<file path="config.mk">
export PLATFORM = sky130hd
export DESIGN_NAME = ccde_exec
export DESIGN_NICKNAME = d
export VERILOG_FILES = /design/src/ccde_pkg.sv /design/src/ccde_alu.sv /design/src/ccde_exec.sv
export SDC_FILE = /design/constraint.sdc
export NUM_CORES = 1
export LEC_CHECK = 0
export ABC_AREA = 1
export BUFFER_PORTS_ARGS = -buffer_cell sky130_fd_sc_hd__buf_2
export CAP_MARGIN = 20
export CORE_ASPECT_RATIO = 0.6
export CORE_UTILIZATION = 54
export CTS_CLUSTER_SIZE = 14
export DETAILED_ROUTE_END_ITERATION = 6
export PLACE_DENSITY_LB_ADDON = 0.1
export SETUP_SLACK_MARGIN = 0.4
export SLEW_MARGIN = 10
export SYNTH_ARGS = -nofsm -noshare
export SYNTH_HDL_FRONTEND = slang
export SYNTH_SLANG_ARGS = --single-unit
</file>
<file path="constraint.sdc">
create_clock -name aclk -period 4.2 [get_ports aclk]
set_input_delay 0.42 -clock aclk [delete_from_list [all_inputs] [get_ports aclk]]
set_output_delay 0.42 -clock aclk [all_outputs]
set_load 0.005 [all_outputs]
</file>
<file path="src/ccde_pkg.sv">
package ccde_pkg;

  // ------------------------------------------------------------
  // widths
  // ------------------------------------------------------------
  localparam int INSTR_W = 14;
  localparam int DATA_W = 8;
  localparam int FADDR_W = 7;
  localparam int LIT_W = 11;
  localparam int PC_W = 13;
  localparam int JHL_W = 5;

  // ------------------------------------------------------------
  // instruction encodings (mask, match)
  // ------------------------------------------------------------
  localparam logic [13:0] CALL_MASK = 14'h3800;
  localparam logic [13:0] CALL_CODE = 14'h2000;
  localparam logic [13:0] FOP_MASK = 14'h3f00;
  localparam logic [13:0] INVERT_CODE = 14'h0900;
  localparam logic [13:0] MINUS_CODE = 14'h0300;
  localparam logic [13:0] SKIP_CODE = 14'h0b00;
  localparam logic [13:0] FZERO_MASK = 14'h3f80;
  localparam logic [13:0] FZERO_CODE = 14'h0180;
  localparam logic [13:0] WZERO_CODE = 14'h0100;
  localparam logic [13:0] NOP_CODE = 14'h0000;
  localparam int DEST_BIT = 7;
  localparam int JHL_LO = 3;

  // ------------------------------------------------------------
  // register map (byte addresses)
  // ------------------------------------------------------------
  localparam logic [7:0] CTRL_OFF = 8'h00;
  localparam logic [7:0] JHL_OFF = 8'h04;
  localparam logic [7:0] WREG_OFF = 8'h08;
  localparam logic [7:0] STAT_OFF = 8'h0c;
  localparam logic [7:0] PC_OFF = 8'h10;
  localparam int CTRL_RUN_BIT = 0;
  localparam int STAT_ZERO_BIT = 0;
  localparam int STAT_FLUSH_BIT = 1;
  localparam int STAT_UNSUP_BIT = 2;

  // ------------------------------------------------------------
  // reset values
  // ------------------------------------------------------------
  localparam logic CTRL_RUN_RST = 1'b0;
  localparam logic [4:0] JHL_RST = 5'h00;
  localparam logic [7:0] WREG_RST = 8'h00;
  localparam logic ZERO_RST = 1'b0;
  localparam logic [12:0] PC_RST = 13'h0000;

  localparam logic [1:0] RESP_OKAY = 2'b00;
  localparam logic [1:0] RESP_SLVERR = 2'b10;

  typedef enum logic [2:0] {
    OP_NOP = 3'b000,
    OP_CALL = 3'b001,
    OP_INVERT = 3'b010,
    OP_FZERO = 3'b011,
    OP_MINUS = 3'b100,
    OP_WZERO = 3'b101,
    OP_SKIP = 3'b110,
    OP_UNSUP = 3'b111
  } ccde_op_e;

  typedef enum logic [1:0] {
    ALU_INV = 2'b00,
    ALU_DEC = 2'b01,
    ALU_CLR = 2'b10
  } ccde_alu_e;

  typedef enum logic [1:0] {
    ST_RUN = 2'b00,
    ST_CALL_FLUSH = 2'b01,
    ST_SKIP_FLUSH = 2'b10
  } ccde_state_e;

endpackage : ccde_pkg

</file>
<file path="src/ccde_alu.sv">
`timescale 1ns/1ps
module ccde_alu (
  input wire ccde_pkg::ccde_alu_e op,
  input wire logic [7:0] operand,
  output logic [7:0] result,
  output logic zero
);

  always_comb begin
    case (op)
      ccde_pkg::ALU_INV: result = ~operand;
      ccde_pkg::ALU_DEC: result = operand - 8'h01;
      ccde_pkg::ALU_CLR: result = 8'h00;
      default: result = 8'h00;
    endcase
    zero = (result == 8'h00);
  end

endmodule : ccde_alu

</file>
<file path="src/ccde_exec.sv">
// The AXI4-Lite slave port and the placing of the registers were decided locally.
`timescale 1ns/1ps
module ccde_exec #(
  parameter int ADDR_W = 8
) (
  input wire logic aclk,
  input wire logic aresetn,
  input wire logic [ADDR_W-1:0] s_axi_awaddr,
  input wire logic s_axi_awvalid,
  output logic s_axi_awready,
  input wire logic [31:0] s_axi_wdata,
  input wire logic [3:0] s_axi_wstrb,
  input wire logic s_axi_wvalid,
  output logic s_axi_wready,
  output logic [1:0] s_axi_bresp,
  output logic s_axi_bvalid,
  input wire logic s_axi_bready,
  input wire logic [ADDR_W-1:0] s_axi_araddr,
  input wire logic s_axi_arvalid,
  output logic s_axi_arready,
  output logic [31:0] s_axi_rdata,
  output logic [1:0] s_axi_rresp,
  output logic s_axi_rvalid,
  input wire logic s_axi_rready,
  input wire logic instr_valid,
  input wire logic [13:0] instr_word,
  output logic instr_ready,
  output logic [12:0] program_counter,
  output logic [6:0] file_rd_addr,
  input wire logic [7:0] file_rd_data,
  output logic file_wr_en,
  output logic [6:0] file_wr_addr,
  output logic [7:0] file_wr_data,
  output logic stack_push,
  output logic [12:0] stack_top,
  output logic [7:0] working_reg,
  output logic zero_flag
);

  if (ADDR_W < 5 || ADDR_W > 32) begin : g_chk
    $error("ccde_exec: ADDR_W must lie between 5 and 32");
  end

  // ------------------------------------------------------------
  // helpers
  // ------------------------------------------------------------
  function automatic ccde_pkg::ccde_op_e decode_op(input logic [13:0] w);
    if ((w & ccde_pkg::CALL_MASK) == ccde_pkg::CALL_CODE) return ccde_pkg::OP_CALL;
    if ((w & ccde_pkg::FOP_MASK) == ccde_pkg::INVERT_CODE) return ccde_pkg::OP_INVERT;
    if ((w & ccde_pkg::FOP_MASK) == ccde_pkg::MINUS_CODE) return ccde_pkg::OP_MINUS;
    if ((w & ccde_pkg::FOP_MASK) == ccde_pkg::SKIP_CODE) return ccde_pkg::OP_SKIP;
    if ((w & ccde_pkg::FZERO_MASK) == ccde_pkg::FZERO_CODE) return ccde_pkg::OP_FZERO;
    if ((w & ccde_pkg::FZERO_MASK) == ccde_pkg::WZERO_CODE) return ccde_pkg::OP_WZERO;
    if (w == ccde_pkg::NOP_CODE) return ccde_pkg::OP_NOP;
    return ccde_pkg::OP_UNSUP;
  endfunction : decode_op

  function automatic logic reg_is(input logic [ADDR_W-1:0] a, input logic [7:0] off);
    return (a[ADDR_W-1:2] == (ADDR_W-2)'(off >> 2));
  endfunction : reg_is

  // ------------------------------------------------------------
  // state
  // ------------------------------------------------------------
  logic run_r, run_nxt;
  logic [4:0] jhl_r, jhl_nxt;
  logic [7:0] w_r, w_nxt;
  logic z_r, z_nxt;
  logic unsup_r, unsup_nxt;
  logic [12:0] pc_r, pc_nxt;
  ccde_pkg::ccde_state_e st_r, st_nxt;
  logic fwe_r, fwe_nxt;
  logic [6:0] fwa_r, fwa_nxt;
  logic [7:0] fwd_r, fwd_nxt;
  logic push_r, push_nxt;
  logic [12:0] tos_r, tos_nxt;

  logic aw_held_r, aw_held_nxt;
  logic [ADDR_W-1:0] aw_addr_r, aw_addr_nxt;
  logic w_held_r, w_held_nxt;
  logic [7:0] w_data_r, w_data_nxt;
  logic w_lane0_r, w_lane0_nxt;
  logic bvalid_r, bvalid_nxt;
  logic [1:0] bresp_r, bresp_nxt;
  logic rvalid_r, rvalid_nxt;
  logic [31:0] rdata_r, rdata_nxt;
  logic [1:0] rresp_r, rresp_nxt;

  logic take;
  ccde_pkg::ccde_op_e op;
  ccde_pkg::ccde_alu_e alu_op;
  logic [7:0] operand;
  logic [7:0] alu_res;
  logic alu_zero;
  logic dest_file;
  logic do_wr;
  logic sw_wr_ctrl, sw_wr_jhl, sw_wr_wreg, sw_wr_stat;

  assign take = instr_valid && instr_ready;
  assign op = decode_op(instr_word);
  assign dest_file = instr_word[ccde_pkg::DEST_BIT];
  assign file_rd_addr = instr_word[6:0];
  // a write still leaving on the port is not yet in the file; forward it
  assign operand = (fwe_r && fwa_r == instr_word[6:0]) ? fwd_r : file_rd_data;

  always_comb begin
    case (op)
      ccde_pkg::OP_INVERT: alu_op = ccde_pkg::ALU_INV;
      ccde_pkg::OP_FZERO: alu_op = ccde_pkg::ALU_CLR;
      default: alu_op = ccde_pkg::ALU_DEC;
    endcase
  end

  ccde_alu u_alu (
    .op(alu_op),
    .operand(operand),
    .result(alu_res),
    .zero(alu_zero)
  );

  // ------------------------------------------------------------
  // execution
  // ------------------------------------------------------------
  always_comb begin
    st_nxt = st_r;
    pc_nxt = pc_r;
    w_nxt = w_r;
    z_nxt = z_r;
    fwe_nxt = 1'b0;
    fwa_nxt = fwa_r;
    fwd_nxt = fwd_r;
    push_nxt = 1'b0;
    tos_nxt = tos_r;
    unsup_nxt = unsup_r;
    if (sw_wr_stat && w_data_r[ccde_pkg::STAT_UNSUP_BIT]) begin
      unsup_nxt = 1'b0;
    end
    if (sw_wr_wreg) begin
      w_nxt = w_data_r;
    end
    if (take) begin
      case (st_r)
        ccde_pkg::ST_RUN: begin
          pc_nxt = pc_r + 13'h0001;
          case (op)
            ccde_pkg::OP_CALL: begin
              push_nxt = 1'b1;
              tos_nxt = pc_r + 13'h0001;
              // upper bits from the latch, lower from the literal, flags untouched
              pc_nxt = {jhl_r[ccde_pkg::JHL_LO+1:ccde_pkg::JHL_LO], instr_word[10:0]};
              st_nxt = ccde_pkg::ST_CALL_FLUSH;
            end
            ccde_pkg::OP_FZERO: begin
              fwe_nxt = 1'b1;
              fwa_nxt = instr_word[6:0];
              fwd_nxt = alu_res;
              z_nxt = 1'b1;
            end
            ccde_pkg::OP_WZERO: begin
              w_nxt = 8'h00;
              z_nxt = 1'b1;
            end
            ccde_pkg::OP_INVERT, ccde_pkg::OP_MINUS, ccde_pkg::OP_SKIP: begin
              if (dest_file) begin
                fwe_nxt = 1'b1;
                fwa_nxt = instr_word[6:0];
                fwd_nxt = alu_res;
              end else begin
                w_nxt = alu_res;
              end
              if (op != ccde_pkg::OP_SKIP) begin
                z_nxt = alu_zero;
              end
              if (op == ccde_pkg::OP_SKIP && alu_zero) begin
                st_nxt = ccde_pkg::ST_SKIP_FLUSH;
              end
            end
            ccde_pkg::OP_UNSUP: begin
              unsup_nxt = 1'b1;
            end
            default: begin
            end
          endcase
        end
        ccde_pkg::ST_CALL_FLUSH: begin
          // word prefetched behind the call is dropped; counter already at target
          st_nxt = ccde_pkg::ST_RUN;
        end
        ccde_pkg::ST_SKIP_FLUSH: begin
          pc_nxt = pc_r + 13'h0001;
          st_nxt = ccde_pkg::ST_RUN;
        end
        default: begin
          st_nxt = ccde_pkg::ST_RUN;
        end
      endcase
    end
  end

  always_ff @(posedge aclk) begin
    if (!aresetn) begin
      st_r <= ccde_pkg::ST_RUN;
      pc_r <= ccde_pkg::PC_RST;
      w_r <= ccde_pkg::WREG_RST;
      z_r <= ccde_pkg::ZERO_RST;
      fwe_r <= 1'b0;
      fwa_r <= 7'h00;
      fwd_r <= 8'h00;
      push_r <= 1'b0;
      tos_r <= 13'h0000;
      unsup_r <= 1'b0;
    end else begin
      st_r <= st_nxt;
      pc_r <= pc_nxt;
      w_r <= w_nxt;
      z_r <= z_nxt;
      fwe_r <= fwe_nxt;
      fwa_r <= fwa_nxt;
      fwd_r <= fwd_nxt;
      push_r <= push_nxt;
      tos_r <= tos_nxt;
      unsup_r <= unsup_nxt;
    end
  end

  assign instr_ready = run_r;
  assign program_counter = pc_r;
  assign file_wr_en = fwe_r;
  assign file_wr_addr = fwa_r;
  assign file_wr_data = fwd_r;
  assign stack_push = push_r;
  assign stack_top = tos_r;
  assign working_reg = w_r;
  assign zero_flag = z_r;

  // ------------------------------------------------------------
  // axi4-lite slave
  // ------------------------------------------------------------
  // only byte lane 0 carries writable register bits; other lanes are ignored
  assign do_wr = aw_held_r && w_held_r && !bvalid_r;
  assign sw_wr_ctrl = do_wr && w_lane0_r && reg_is(aw_addr_r, ccde_pkg::CTRL_OFF);
  assign sw_wr_jhl = do_wr && w_lane0_r && reg_is(aw_addr_r, ccde_pkg::JHL_OFF);
  assign sw_wr_wreg = do_wr && w_lane0_r && reg_is(aw_addr_r, ccde_pkg::WREG_OFF);
  assign sw_wr_stat = do_wr && w_lane0_r && reg_is(aw_addr_r, ccde_pkg::STAT_OFF);
  assign s_axi_awready = !aw_held_r;
  assign s_axi_wready = !w_held_r;
  assign s_axi_arready = !rvalid_r;

  always_comb begin
    aw_held_nxt = aw_held_r;
    aw_addr_nxt = aw_addr_r;
    w_held_nxt = w_held_r;
    w_data_nxt = w_data_r;
    w_lane0_nxt = w_lane0_r;
    bvalid_nxt = bvalid_r;
    bresp_nxt = bresp_r;
    rvalid_nxt = rvalid_r;
    rdata_nxt = rdata_r;
    rresp_nxt = rresp_r;
    run_nxt = run_r;
    jhl_nxt = jhl_r;
    if (s_axi_awvalid && !aw_held_r) begin
      aw_held_nxt = 1'b1;
      aw_addr_nxt = s_axi_awaddr;
    end
    if (s_axi_wvalid && !w_held_r) begin
      w_held_nxt = 1'b1;
      w_data_nxt = s_axi_wdata[7:0];
      w_lane0_nxt = s_axi_wstrb[0];
    end
    if (do_wr) begin
      aw_held_nxt = 1'b0;
      w_held_nxt = 1'b0;
      bvalid_nxt = 1'b1;
      if (reg_is(aw_addr_r, ccde_pkg::CTRL_OFF) || reg_is(aw_addr_r, ccde_pkg::JHL_OFF) ||
          reg_is(aw_addr_r, ccde_pkg::WREG_OFF) || reg_is(aw_addr_r, ccde_pkg::STAT_OFF) ||
          reg_is(aw_addr_r, ccde_pkg::PC_OFF)) begin
        bresp_nxt = ccde_pkg::RESP_OKAY;
      end else begin
        bresp_nxt = ccde_pkg::RESP_SLVERR;
      end
    end else if (bvalid_r && s_axi_bready) begin
      bvalid_nxt = 1'b0;
    end
    if (sw_wr_ctrl) begin
      run_nxt = w_data_r[ccde_pkg::CTRL_RUN_BIT];
    end
    if (sw_wr_jhl) begin
      jhl_nxt = w_data_r[4:0];
    end
    if (s_axi_arvalid && !rvalid_r) begin
      rvalid_nxt = 1'b1;
      rresp_nxt = ccde_pkg::RESP_OKAY;
      rdata_nxt = 32'h0000_0000;
      if (reg_is(s_axi_araddr, ccde_pkg::CTRL_OFF)) begin
        rdata_nxt[ccde_pkg::CTRL_RUN_BIT] = run_r;
      end else if (reg_is(s_axi_araddr, ccde_pkg::JHL_OFF)) begin
        rdata_nxt[4:0] = jhl_r;
      end else if (reg_is(s_axi_araddr, ccde_pkg::WREG_OFF)) begin
        rdata_nxt[7:0] = w_r;
      end else if (reg_is(s_axi_araddr, ccde_pkg::STAT_OFF)) begin
        rdata_nxt[ccde_pkg::STAT_ZERO_BIT] = z_r;
        rdata_nxt[ccde_pkg::STAT_FLUSH_BIT] = (st_r != ccde_pkg::ST_RUN);
        rdata_nxt[ccde_pkg::STAT_UNSUP_BIT] = unsup_r;
      end else if (reg_is(s_axi_araddr, ccde_pkg::PC_OFF)) begin
        rdata_nxt[12:0] = pc_r;
      end else begin
        rresp_nxt = ccde_pkg::RESP_SLVERR;
      end
    end else if (rvalid_r && s_axi_rready) begin
      rvalid_nxt = 1'b0;
    end
  end

  always_ff @(posedge aclk) begin
    if (!aresetn) begin
      aw_held_r <= 1'b0;
      aw_addr_r <= '0;
      w_held_r <= 1'b0;
      w_data_r <= 8'h00;
      w_lane0_r <= 1'b0;
      bvalid_r <= 1'b0;
      bresp_r <= ccde_pkg::RESP_OKAY;
      rvalid_r <= 1'b0;
      rdata_r <= 32'h0000_0000;
      rresp_r <= ccde_pkg::RESP_OKAY;
      run_r <= ccde_pkg::CTRL_RUN_RST;
      jhl_r <= ccde_pkg::JHL_RST;
    end else begin
      aw_held_r <= aw_held_nxt;
      aw_addr_r <= aw_addr_nxt;
      w_held_r <= w_held_nxt;
      w_data_r <= w_data_nxt;
      w_lane0_r <= w_lane0_nxt;
      bvalid_r <= bvalid_nxt;
      bresp_r <= bresp_nxt;
      rvalid_r <= rvalid_nxt;
      rdata_r <= rdata_nxt;
      rresp_r <= rresp_nxt;
      run_r <= run_nxt;
      jhl_r <= jhl_nxt;
    end
  end

  assign s_axi_bvalid = bvalid_r;
  assign s_axi_bresp = bresp_r;
  assign s_axi_rvalid = rvalid_r;
  assign s_axi_rdata = rdata_r;
  assign s_axi_rresp = rresp_r;

endmodule : ccde_exec

</file>
# --- Word level (Yosys, flattened, before mapping) ---
# Cells that the tools add are included.
word_totals:
  regBits: 99
  latch_bits: 0
  rom_bits: 0
  mem_count: 0
  input_bits: 82
  mem_bits_rw: 0
  elab_cells: 195
  out_inout_bits: 101
classes:
  n_div: 0
  multipliers: 0
  n_mux: 95
  order_cmp: 0
  eq_ne: 29
  addsub: 2
  shifts: 0
  bitwise: 2
  n_reduce_logical: 45
ops:
  columns: ["operator", "n"]
  rows:
  - ["$mux W13", 7]
  - ["$mux W8", 8]
  - ["$mux W3", 18]
  - ["$pmux W8 S2", 3]
  - ["$mux W1", 40]
  - ["$eq A6 B2 Y1 const B", 5]
  - ["$pmux W13 S2", 1]
  - ["$logic_and A1 B1 Y1", 16]
  - ["$mux W2", 8]
  - ["$eq A3 B3 Y1 const B", 5]
  - ["$eq A7 B2 Y1 const B", 2]
  - ["$logic_not A14 Y1", 1]
  - ["$pmux W7 S2", 1]
  - ["$add A13 B1 Y13 const B", 1]
  - ["$eq A6 B1 Y1 const B", 2]
  - ["$eq A6 B3 Y1 const B", 2]
  - ["$eq A6 B4 Y1 const B", 2]
  - ["$logic_not A6 Y1", 2]
  - ["$mux W12", 1]
  - ["$reduce_bool A2 Y1", 6]
  - ["$mux W10", 1]
  - ["$mux W5", 2]
  - ["$reduce_and A3 Y1", 3]
  - ["$logic_not A8 Y1", 1]
  - ["21 further kinds", 35]

# --- Depth between registers and ports, before layout ---
# Gate-level depths: netlist of the first run.
depth:
  depth_word: 39
  mapped_depth: 20
  depth_no_buf: 20

# --- By module ---
# Synthesis of the first run repeated with hierarchy kept, for this count alone.
hier_totals:
  cells_unflattened: 806
  hier_area_um2: 5475.3
by_module_without_submodules:
  columns: ["module", "cells_per_inst", "seq_area_each_um2", "instances", "area_per_inst_um2"]
  rows:
  - ["ccde_exec", 745, 1901.8, 1, 5190.0]
  - ["ccde_alu", 61, 0.0, 1, 285.3]

# --- Worst setup path before layout of the first run ---
# No wires, ideal clock.
synth_timing:
  kind: "in2reg"
  startpoint: "input instr_word[5]"
  endpoint: "register st_r[1]"
  required_time_ns: 4.134
  slack_ns: 2.133
  arrival_ns: 2.001
  setup_time_ns: 0.066
  path_stages: 16
  path_buffers: 0
  cell_sequence: "a21boi_0 > nand2_2 > nor2_8 > nand2_4 > nand2_1 > nand2_2 > ha_1 > nand2_2 > nor2_4 > nor2_1 > nand2_1 > nand3_1 > nand2_1 > nor2_2 > nand3_2 > a21oi_2"
synth_between:
  elab_chain_len: 23
  word_cells_on_any_way: 38
  classes_between: "add/sub: 1; eq/ne: 9; mux: 20; bitwise: 1; reduce/logical: 7"
synth_rtl:
  columns: ["item", "line_no", "rtl"]
  rows:
  - ["start, declared", "ccde_exec.sv:26", "input wire logic [13:0] instr_word,"]
  - ["$logic_not A14 Y1", "ccde_exec.sv:54", "if (w == ccde_pkg::NOP_CODE) return ccde_pkg::OP_NOP;"]
  - ["$mux W1 (2 in a row)", "ccde_exec.sv:54", null]
  - ["$mux W1", "ccde_exec.sv:53", "if ((w & ccde_pkg::FZERO_MASK) == ccde_pkg::WZERO_CODE) return ccde_pkg::OP_WZERO;"]
  - ["$mux W1", "ccde_exec.sv:52", "if ((w & ccde_pkg::FZERO_MASK) == ccde_pkg::FZERO_CODE) return ccde_pkg::OP_FZERO;"]
  - ["$mux W1", "ccde_exec.sv:51", "if ((w & ccde_pkg::FOP_MASK) == ccde_pkg::SKIP_CODE) return ccde_pkg::OP_SKIP;"]
  - ["$mux W1", "ccde_exec.sv:50", "if ((w & ccde_pkg::FOP_MASK) == ccde_pkg::MINUS_CODE) return ccde_pkg::OP_MINUS;"]
  - ["$mux W1", "ccde_exec.sv:49", "if ((w & ccde_pkg::FOP_MASK) == ccde_pkg::INVERT_CODE) return ccde_pkg::OP_INVERT;"]
  - ["$mux W3", "ccde_exec.sv:55", "return ccde_pkg::OP_UNSUP;"]
  - ["[6 not listed]", null, null]
  - ["$eq A3 B2 Y1, on equally long branches", "ccde_exec.sv:107, ccde_exec.sv:145", null]
  - ["$pmux W2 S2", "ccde_exec.sv:107", "case (op)"]
  - ["$eq A2 B1 Y1 / $logic_not A2 Y1 (equally long branches)", "ccde_alu.sv:10", "case (op)"]
  - ["$pmux W8 S2", "ccde_alu.sv:10", null]
  - ["$logic_not A8 Y1", "ccde_alu.sv:16", "zero = (result == 8'h00);"]
  - ["$logic_and A1 B1 Y1", "ccde_exec.sv:174", "if (op == ccde_pkg::OP_SKIP && alu_zero) begin"]
  - ["$ne A3 B3 Y1 (no line)", null, null]
  - ["$reduce_and A3 Y1 (no line)", null, null]
  - ["end signal, assigned", "ccde_exec.sv:202", "st_r <= ccde_pkg::ST_RUN;"]
  - ["end signal, assigned", "ccde_exec.sv:213", "st_r <= st_nxt;"]
  - ["end, declared", "ccde_exec.sv:71", "ccde_pkg::ccde_state_e st_r, st_nxt;"]
# Several ways; a longest one is shown, not always the timed one. The select of a mux whose other input is x is not followed.
# A chain may end at the register's enable or synchronous reset.

# --- Worst setup path after layout of the first run ---
layout_timing:
  startpoint: "input instr_word[8]"
  endpoint: "register fwa_r[1], in the netlist file_wr_addr[1]"
layout_between:
  elab_chain_len: 21
  word_cells_on_any_way: 58
  classes_between: "eq/ne: 10; mux: 44; reduce/logical: 4"
layout_rtl:
  columns: ["item", "line_no", "rtl"]
  rows:
  - ["$eq A6 B4 Y1", "ccde_exec.sv:49", null]
  - ["$mux W3 (2 in a row)", "ccde_exec.sv:49", null]
  - ["$mux W3 (2 in a row)", "ccde_exec.sv:50", null]
  - ["$mux W3", "ccde_exec.sv:49", null]
  - ["$mux W3", "ccde_exec.sv:51", null]
  - ["$mux W3", "ccde_exec.sv:52", null]
  - ["$mux W3", "ccde_exec.sv:53", null]
  - ["$mux W3", "ccde_exec.sv:54", null]
  - ["[3 not listed]", null, null]
  - ["$mux W3", "ccde_exec.sv:52", null]
  - ["$mux W3", "ccde_exec.sv:51", null]
  - ["$mux W3 *", "ccde_exec.sv:50", null]
  - ["$mux W3 *", "ccde_exec.sv:49", null]
  - ["$eq A3 B3 Y1 / $eq A3 B2 Y1 (equally long branches)", "ccde_exec.sv:145", "case (op)"]
  - ["$reduce_or A3 Y1", "ccde_exec.sv:145", null]
  - ["$ne A2 B2 Y1 (no line) / $reduce_bool A2 Y1 (equally long branches)", null, null]
  - ["$reduce_and A4 Y1 (no line)", null, null]
  - ["end signal, assigned", "ccde_exec.sv:218", "fwa_r <= fwa_nxt;"]
  - ["end, declared", "ccde_exec.sv:73", "logic [6:0] fwa_r, fwa_nxt;"]
# Mark *: on every way between the ends. The rest lies on a longest branch, timed or not. The select of a mux whose other input is x is not followed.

==> reports/results.ini, run 1 <==
[logic_synthesis]
synthAdderAreaFrac = 0.00490
ys_types = 42
synth_top_cell_by_area = dfxtp_1
synth_area_leaders = dfxtp_1 (37%), nand2_1 (9.6%), inv_1 (7.1%), a21oi_1 (7.0%), o21ai_0 (5.2%)
ys_ff_latch = 95
synthCells = 729
synth.top_cells.by_count = nand2_1 (130), inv_1 (97), dfxtp_1 (95), a21oi_1 (71), nor2_1 (66)
yosysTopAreaCellShare = 0.372
synth_simple_gate_area_share = 0.268
synth_xor_area_frac = 0.0189
avgSynthCellArea_um2 = 7.00
netlist_area_um2 = 5110
synth_ff_type = dfxtp_1
synth_top_family_by_area = simple AND/OR/NAND/NOR gates
synth-compound-area-share = 0.193
yosysMostFrequentCell = nand2_1
synthMuxAreaShare = 0
synth_enable_flop_cells = 0
ys_seq_area_frac = 0.372
async_flop_share = 0
yosys_warnings = 0

[hold_path]
hp-class = in2reg
hold_path_depth = 3

[placement]
place_hpwl_um = 10300
place_area_um2 = 5710
finalWeightedCongestion = 0.918
io_buffer_count = 130

[final_layout]
n_antenna_cell = 0
syn2layout_area_growth_pct = 17.8
fin_nets = 927
layout-drive-gt1-share = 0.235
fin_area_um2 = 6020

[worst_setup_path]
start_kind = primary input
crit_type = in2reg
required_ps = 4410
r2r_cells = 8
crit_path_max_fanout = 20
cp.arrival_ps = 2910
worst_setup_path_end_kind = register

[cts]
post_cts.repair.setup_buffers = 0
ctsResizeCount = 0
cts.sinks = 95
cts_hold_buf = 0
cts_tree = yes
cts-root-buf = clkbuf_16
clk_latency_ps = 350
clk_pin_slew_ps = 70
cts_made_buffers = 9
htreeDepth = 3
clk_path_buf_depth = 2

[pwr]
power.density_nw_per_um2 = 323
p_total_uw = 1940
peakVddDrop_mv = 0.246
leakagePower_uw = 0.00291

[route]
dr.pass1.iters = 5
ant_nets = 0
drt-vias-per-instance = 5.27
routed_wl_um = 13400
route.detailed.drc = 0
initialDrtViolationCount = 294
wl_per_cell_um = 13.7
vias = 5155

[sta]
max_freq_mhz = 371
finalMaxSlewViolations = 0
period_minus_slack_ps = 2690
finalClockSkew_ps = 4.29
worstMarginPinSlew_ps = 822
setup_viol = 0
period_share = 0.642
finalHoldViolCount = 0
relSlewSlack = 0.452
rsz0062_at_grt = false
fin_setup_tns_ps = 0

[grt]
grt_antenna_before_repair = 0
grt_pass1_vias = 4679
grt.total_usage = 0.284
grt_pass1_wl_um = 22100
grt_max_degree = 51
grt_overflow = 0

[die]
core_area_um2 = 9190
die_x_um = 128
pin_count = 183
dieArea_um2 = 9860
placementRows = 27
die_height_um = 77.3
initial_core_util = 0.556

[run]
maxCapViolations = 0

[outcome]
status = complete, no violations

[layout by cell type, fill, tap and decap left out, types with 21 or more instances in the layout]
cell type and n:
inv_1 97, nor2_1 66, nand2_1 130, dfxtp_1 95, buf_2 130, o21ai_0 53
nand3_1 25, a21oi_1 71, o211ai_1 27, conb_1 21
[final cells by class]
| class | count | area, um2 |
|---|---|---|
| Tap cell | 130 | 163 |
| Sequential cell | 95 | 1900 |
| Timing Repair Buffer | 132 | 666 |
| Clock buffer | 10 | 239 |
| Fill cell | 833 | 3170 |
| Multi-Input combinational cell | 493 | 2560 |
| Inverter | 112 | 423 |
| Clock inverter | 6 | 68.8 |
[power by group]
group / internal, uW / switching [uW] / total [uW]
registers: 917 / 8.20 / 926
clock network: 481 / 362 / 843
logic: 56.8 / 119 / 176
total: 1460 / 490 / 1940
[critical path, stage by stage]
cell     delay [ps]
buf_2           130
inv_2            60
nor3_2          190
nand3_2         250
inv_2           200
nor2_1          140
inv_1            90
a21oi_1          80
nor2_1          540
inv_1           460
o21ai_0         270
a21oi_1          70
[kinds of logic (layout without fill, tap and decap cells)]
| family | count (synthesis) | count (layout) |
|---|---|---|
| AOI/OAI and AO/OA | 172 | 172 |
| xor gates and xnor gates | 11 | 11 |
| adders and majority gates | 2 | 2 |
| buffers and inverters | 161 | 260 |
| DFF | 95 | 95 |
| other | 1 | 21 |
| and+or+nand+nor | 287 | 287 |
[stage by stage]
step           setup WS, ps  instances  hold WS, ps   util
2_1_floorplan          2130        749          429      -
3_3_place_gp           1270        961          447  0.621
4_1_cts                1550        978          285  0.655
6_report               1510        978          290  0.655
5_1_grt                1140        978          290  0.655
3_5_place_dp           1190        962          453  0.621
[layer usage]
metal / GRT usage / vias to the layer above / share of wire
met3: 0.0761 / 19 / 0.079
met1: 0.386 / 2362 / 0.47
li1: - / 2578 / -
met5: 0 / - / 0
met2: 0.441 / 196 / 0.44
met4: 0.0810 / 0 / 0.013
[path summary, 6_finish.rpt]
| check | from | to | slack [ps] |
|---|---|---|---|
| hold reg to reg | w_data_r[6]$_SDFFE_PN0P_ | w_data_r[6]$_SDFFE_PN0P_ | 460 |
| hold / removal | s_axi_wstrb[0] | w_lane0_r$_SDFFE_PN0P_ | 290 |
| setup / recovery | instr_word[8] | file_wr_addr[1]$_SDFFE_PN0P_ | 1510 |
| setup reg to reg | st_r[1]$_SDFFE_PN0P_ | file_wr_addr[1]$_SDFFE_PN0P_ | 1640 |
Power figures use the tool's default switching activity.
==> run 2: changes to the inputs <==
--- a/config.mk
+++ b/config.mk
@@ -9,7 +9,7 @@
 export BUFFER_PORTS_ARGS = -buffer_cell sky130_fd_sc_hd__buf_2
 export CAP_MARGIN = 20
 export CORE_ASPECT_RATIO = 0.6
-export CORE_UTILIZATION = 54
+export CORE_UTILIZATION = 50
 export CTS_CLUSTER_SIZE = 14
 export DETAILED_ROUTE_END_ITERATION = 6
 export PLACE_DENSITY_LB_ADDON = 0.1
==> constraint.sdc (replaced) <==
create_clock -name aclk -period 2.61 [get_ports aclk]
set_input_delay 0.261 -clock aclk [delete_from_list [all_inputs] [get_ports aclk]]
set_output_delay 0.261 -clock aclk [all_outputs]
set_load 0.005 [all_outputs]
==> run 2 against run 1 <==
Net effect: worst hold slack worse by 150 ps; die area rose by 7.8%; cell area is 4.7% higher; first-iteration DRC count grew 52%; register-to-register slack got worse by 1200 ps; utilization fell by 1.7 points; wire length increased by 6.7%; clock power up 58%; worst setup slack lost 1100 ps; sequential power is 61% higher; critical path type is now reg2reg.
==> reports/results.ini, run 2 (synthesis results as in run 1) <==
[route]
vias = 5274  ; was 5,155
ant_nets = 0  ; unchanged
routed_wl_um = 14300  ; was 13,400 um
initialDrtViolationCount = 447  ; was 294
drt-vias-per-instance = 5.27  ; about the same
route.detailed.drc = 0  ; unchanged
dr.pass1.iters = 5  ; unchanged
wl_per_cell_um = 14.3  ; was 13.7 um

[placement]
io_buffer_count = 130  ; unchanged
place_hpwl_um = 10400  ; was 10,300 um
finalWeightedCongestion = 0.898  ; was 0.918

[sta]
finalHoldViolCount = 0  ; unchanged
fin_setup_tns_ps = 0  ; unchanged
finalClockSkew_ps = 6.21  ; was 4.29 ps
finalMaxSlewViolations = 0  ; unchanged
worstMarginPinSlew_ps = 795  ; was 822 ps
setup_viol = 0  ; unchanged
rsz0062_at_grt = true  ; was false
period_share = 0.836
max_freq_mhz = 458
relSlewSlack = 0.469  ; was 0.452
period_minus_slack_ps = 2180
whs_ps = 135  ; was 290 ps

[cts]
cts_tree = yes  ; unchanged
clk_path_buf_depth = 2  ; unchanged
htreeDepth = 3  ; unchanged
cts-root-buf = clkbuf_16  ; unchanged
clk_latency_ps = 350  ; about the same
cts_made_buffers = 9  ; unchanged
cts.sinks = 95  ; unchanged
clk_pin_slew_ps = 70  ; about the same

[pwr]
p_int_uw = 2330  ; was 1460 uW
sequentialPowerShare = 0.475  ; was 0.476
netSwitchingPower_uw = 803  ; was 490 uW
peakVddDrop_mv = 0.321  ; was 0.246 mV
swShare = 0.256  ; was 0.252
combPwrFrac = 0.100  ; was 0.090
p_total_uw = 3130  ; was 1940 uW
power.density_nw_per_um2 = 498  ; was 323 nW/um2
p_clk_frac = 0.425  ; was 0.434
leakagePower_uw = 0.00301  ; was 0.00291 uW

[outcome]
status = complete, no violations  ; unchanged

[die]
die_x_um = 132  ; was 128 um
core_area_um2 = 9880  ; was 9190 um2
die_height_um = 80.3  ; was 77.3 um
placementRows = 28  ; was 27
initial_core_util = 0.517  ; was 0.556
pin_count = 183  ; unchanged
dieArea_um2 = 10600  ; was 9860 um2

[grt]
use_met1 = 0.379  ; was 0.386
grtUsageMet3 = 0.0530  ; was 0.0761
grt_max_degree = 50  ; was 51
grt_antenna_before_repair = 0  ; unchanged
gr-max-usage-layer = met2  ; unchanged
use_met2 = 0.388  ; was 0.441
grt_pass1_vias = 4495  ; was 4,679
grt.total_usage = 0.260  ; was 0.284
grt_overflow = 0  ; unchanged
grt_pass1_wl_um = 21800  ; was 22,100 um

[worst_setup_path]
start_kind = register  ; was primary input
worst_setup_path_end_kind = register  ; unchanged
rrSetupSlack_ps = 430  ; was 1640 ps
rr_endpoint = st_r[1]$_SDFFE_PN0P_  ; was file_wr_addr[1]$_SDFFE_PN0P_
crit_type = reg2reg  ; was in2reg
cp-endpoint = st_r[1]$_SDFFE_PN0P_  ; was file_wr_addr[1]$_SDFFE_PN0P_
reg2reg_from = file_wr_addr[0]$_SDFFE_PN0P_  ; was st_r[1]$_SDFFE_PN0P_
cp.arrival_ps = 2470  ; was 2910 ps
required_ps = 2900  ; was 4410 ps
r2r_cells = 17  ; was 8
crit_path_start = file_wr_addr[0]$_SDFFE_PN0P_  ; was instr_word[8]
crit_path_max_fanout = 7  ; was 20

[final_layout]
fin_nets = 945  ; was 927
final_util = 0.638  ; was 0.655
final_common_cell = buf_2
final_cell_mix = buf_2 (130), nand2_1 (122), inv_1 (91)  ; was nand2_1 (130), buf_2 (130), inv_1 (97)
layout-drive-gt1-share = 0.288  ; was 0.235
n_antenna_cell = 0  ; unchanged
n_fill_cell = 911  ; was 833
syn2layout_area_growth_pct = 23.4  ; was 17.8%

[run]
maxCapViolations = 0  ; unchanged

[hold_path]
hp-class = in2reg  ; unchanged

## run 2: cell types whose count changed in the layout (fill, tap and decap cells not counted), sizes merged
cell      previous run  this run
clkinvlp             1         3
buf                132       148
clkinv               6         7
inv                110       109
## run 2: worst max-delay path, stage by stage (launching register included)
cell,delay (ps)
dfxtp_2,350
inv_1,60
nand2_1,120
nand3_4,120
nor2_8,180
nand2_4,100
nand2_2,90
nand2_4,70
ha_4,170
nand2_2,80
nor2_4,50
nor2_1,110
nand2_1,120
nand3_2,100
nand2_1,90
nor2_4,110
nand3_2,80
a21oi_2,110
## run 2: what timing repair did
action | 4_1_cts | 5_1_grt
gates resized for setup | 3 | 47
gates cloned | 0 | 2
endpoints found under the setup margin | 3 | 21
hold buffers | 0 | 0
setup buffers | 2 | 4
pin swaps | 2 | 18
## run 2: worst min path at each step
| stage | endpoint | cells after the start | slack, ps | from |
|---|---|---|---|---|
| 5_1_grt | aw_addr_r[5]$_SDFFE_PN0P_ | 3 | 160 | s_axi_awaddr[5] |
| 6_report | w_lane0_r$_SDFFE_PN0P_ | 3 | 130 | s_axi_wstrb[0] |
| 3_3_place_gp | w_data_r[6]$_SDFFE_PN0P_ | 2 | 450 | w_data_r[6]$_SDFFE_PN0P_ |
| 4_1_cts | w_lane0_r$_SDFFE_PN0P_ | 3 | 130 | s_axi_wstrb[0] |
| 3_5_place_dp | w_data_r[7]$_SDFFE_PN0P_ | 2 | 450 | w_data_r[7]$_SDFFE_PN0P_ |
| 2_1_floorplan | aw_addr_r[4]$_SDFFE_PN0P_ | 2 | 400 | s_axi_awaddr[4] |
## run 2: power by group through the flow
stage / clock network [uW] / logic [uW] / registers, uW
6_report: 1330 / 314 / 1490
5_1_grt: 1410 / 350 / 1490
4_1_cts: 1350 / 289 / 1490
3_5_place_dp: 0 / 286 / 1520
3_3_place_gp: 0 / 279 / 1520
2_1_floorplan: 0 / 210 / 1520
## run 2: area by class of cell
class                           count  area (um2)  area share
Multi-Input combinational cell    493        2680       0.425
Sequential cell                    95        1910       0.304
Timing Repair Buffer              148         797       0.127
Inverter                          112         427      0.0677
Clock buffer                       10         229      0.0364
Tap cell                          135         169      0.0268
Clock inverter                      6        70.1      0.0111
Timing Repair inverter              2        15.0     0.00238
## run 2: layer usage
metal / up-vias / part of all wire
li1: 2608 / -
met3: 14 / 0.073
met5: - / 0
met2: 201 / 0.43
met4: 0 / 0.0090
met1: 2451 / 0.49
## run 2: per-stage QoR
stage,setup WS (ps),instances,instance area [um2]
2_1_floorplan,562,749,5180
3_3_place_gp,317,977,5790
3_5_place_dp,220,977,5790
4_1_cts,400,995,6110
5_1_grt,275,1001,6300
6_report,427,1001,6300
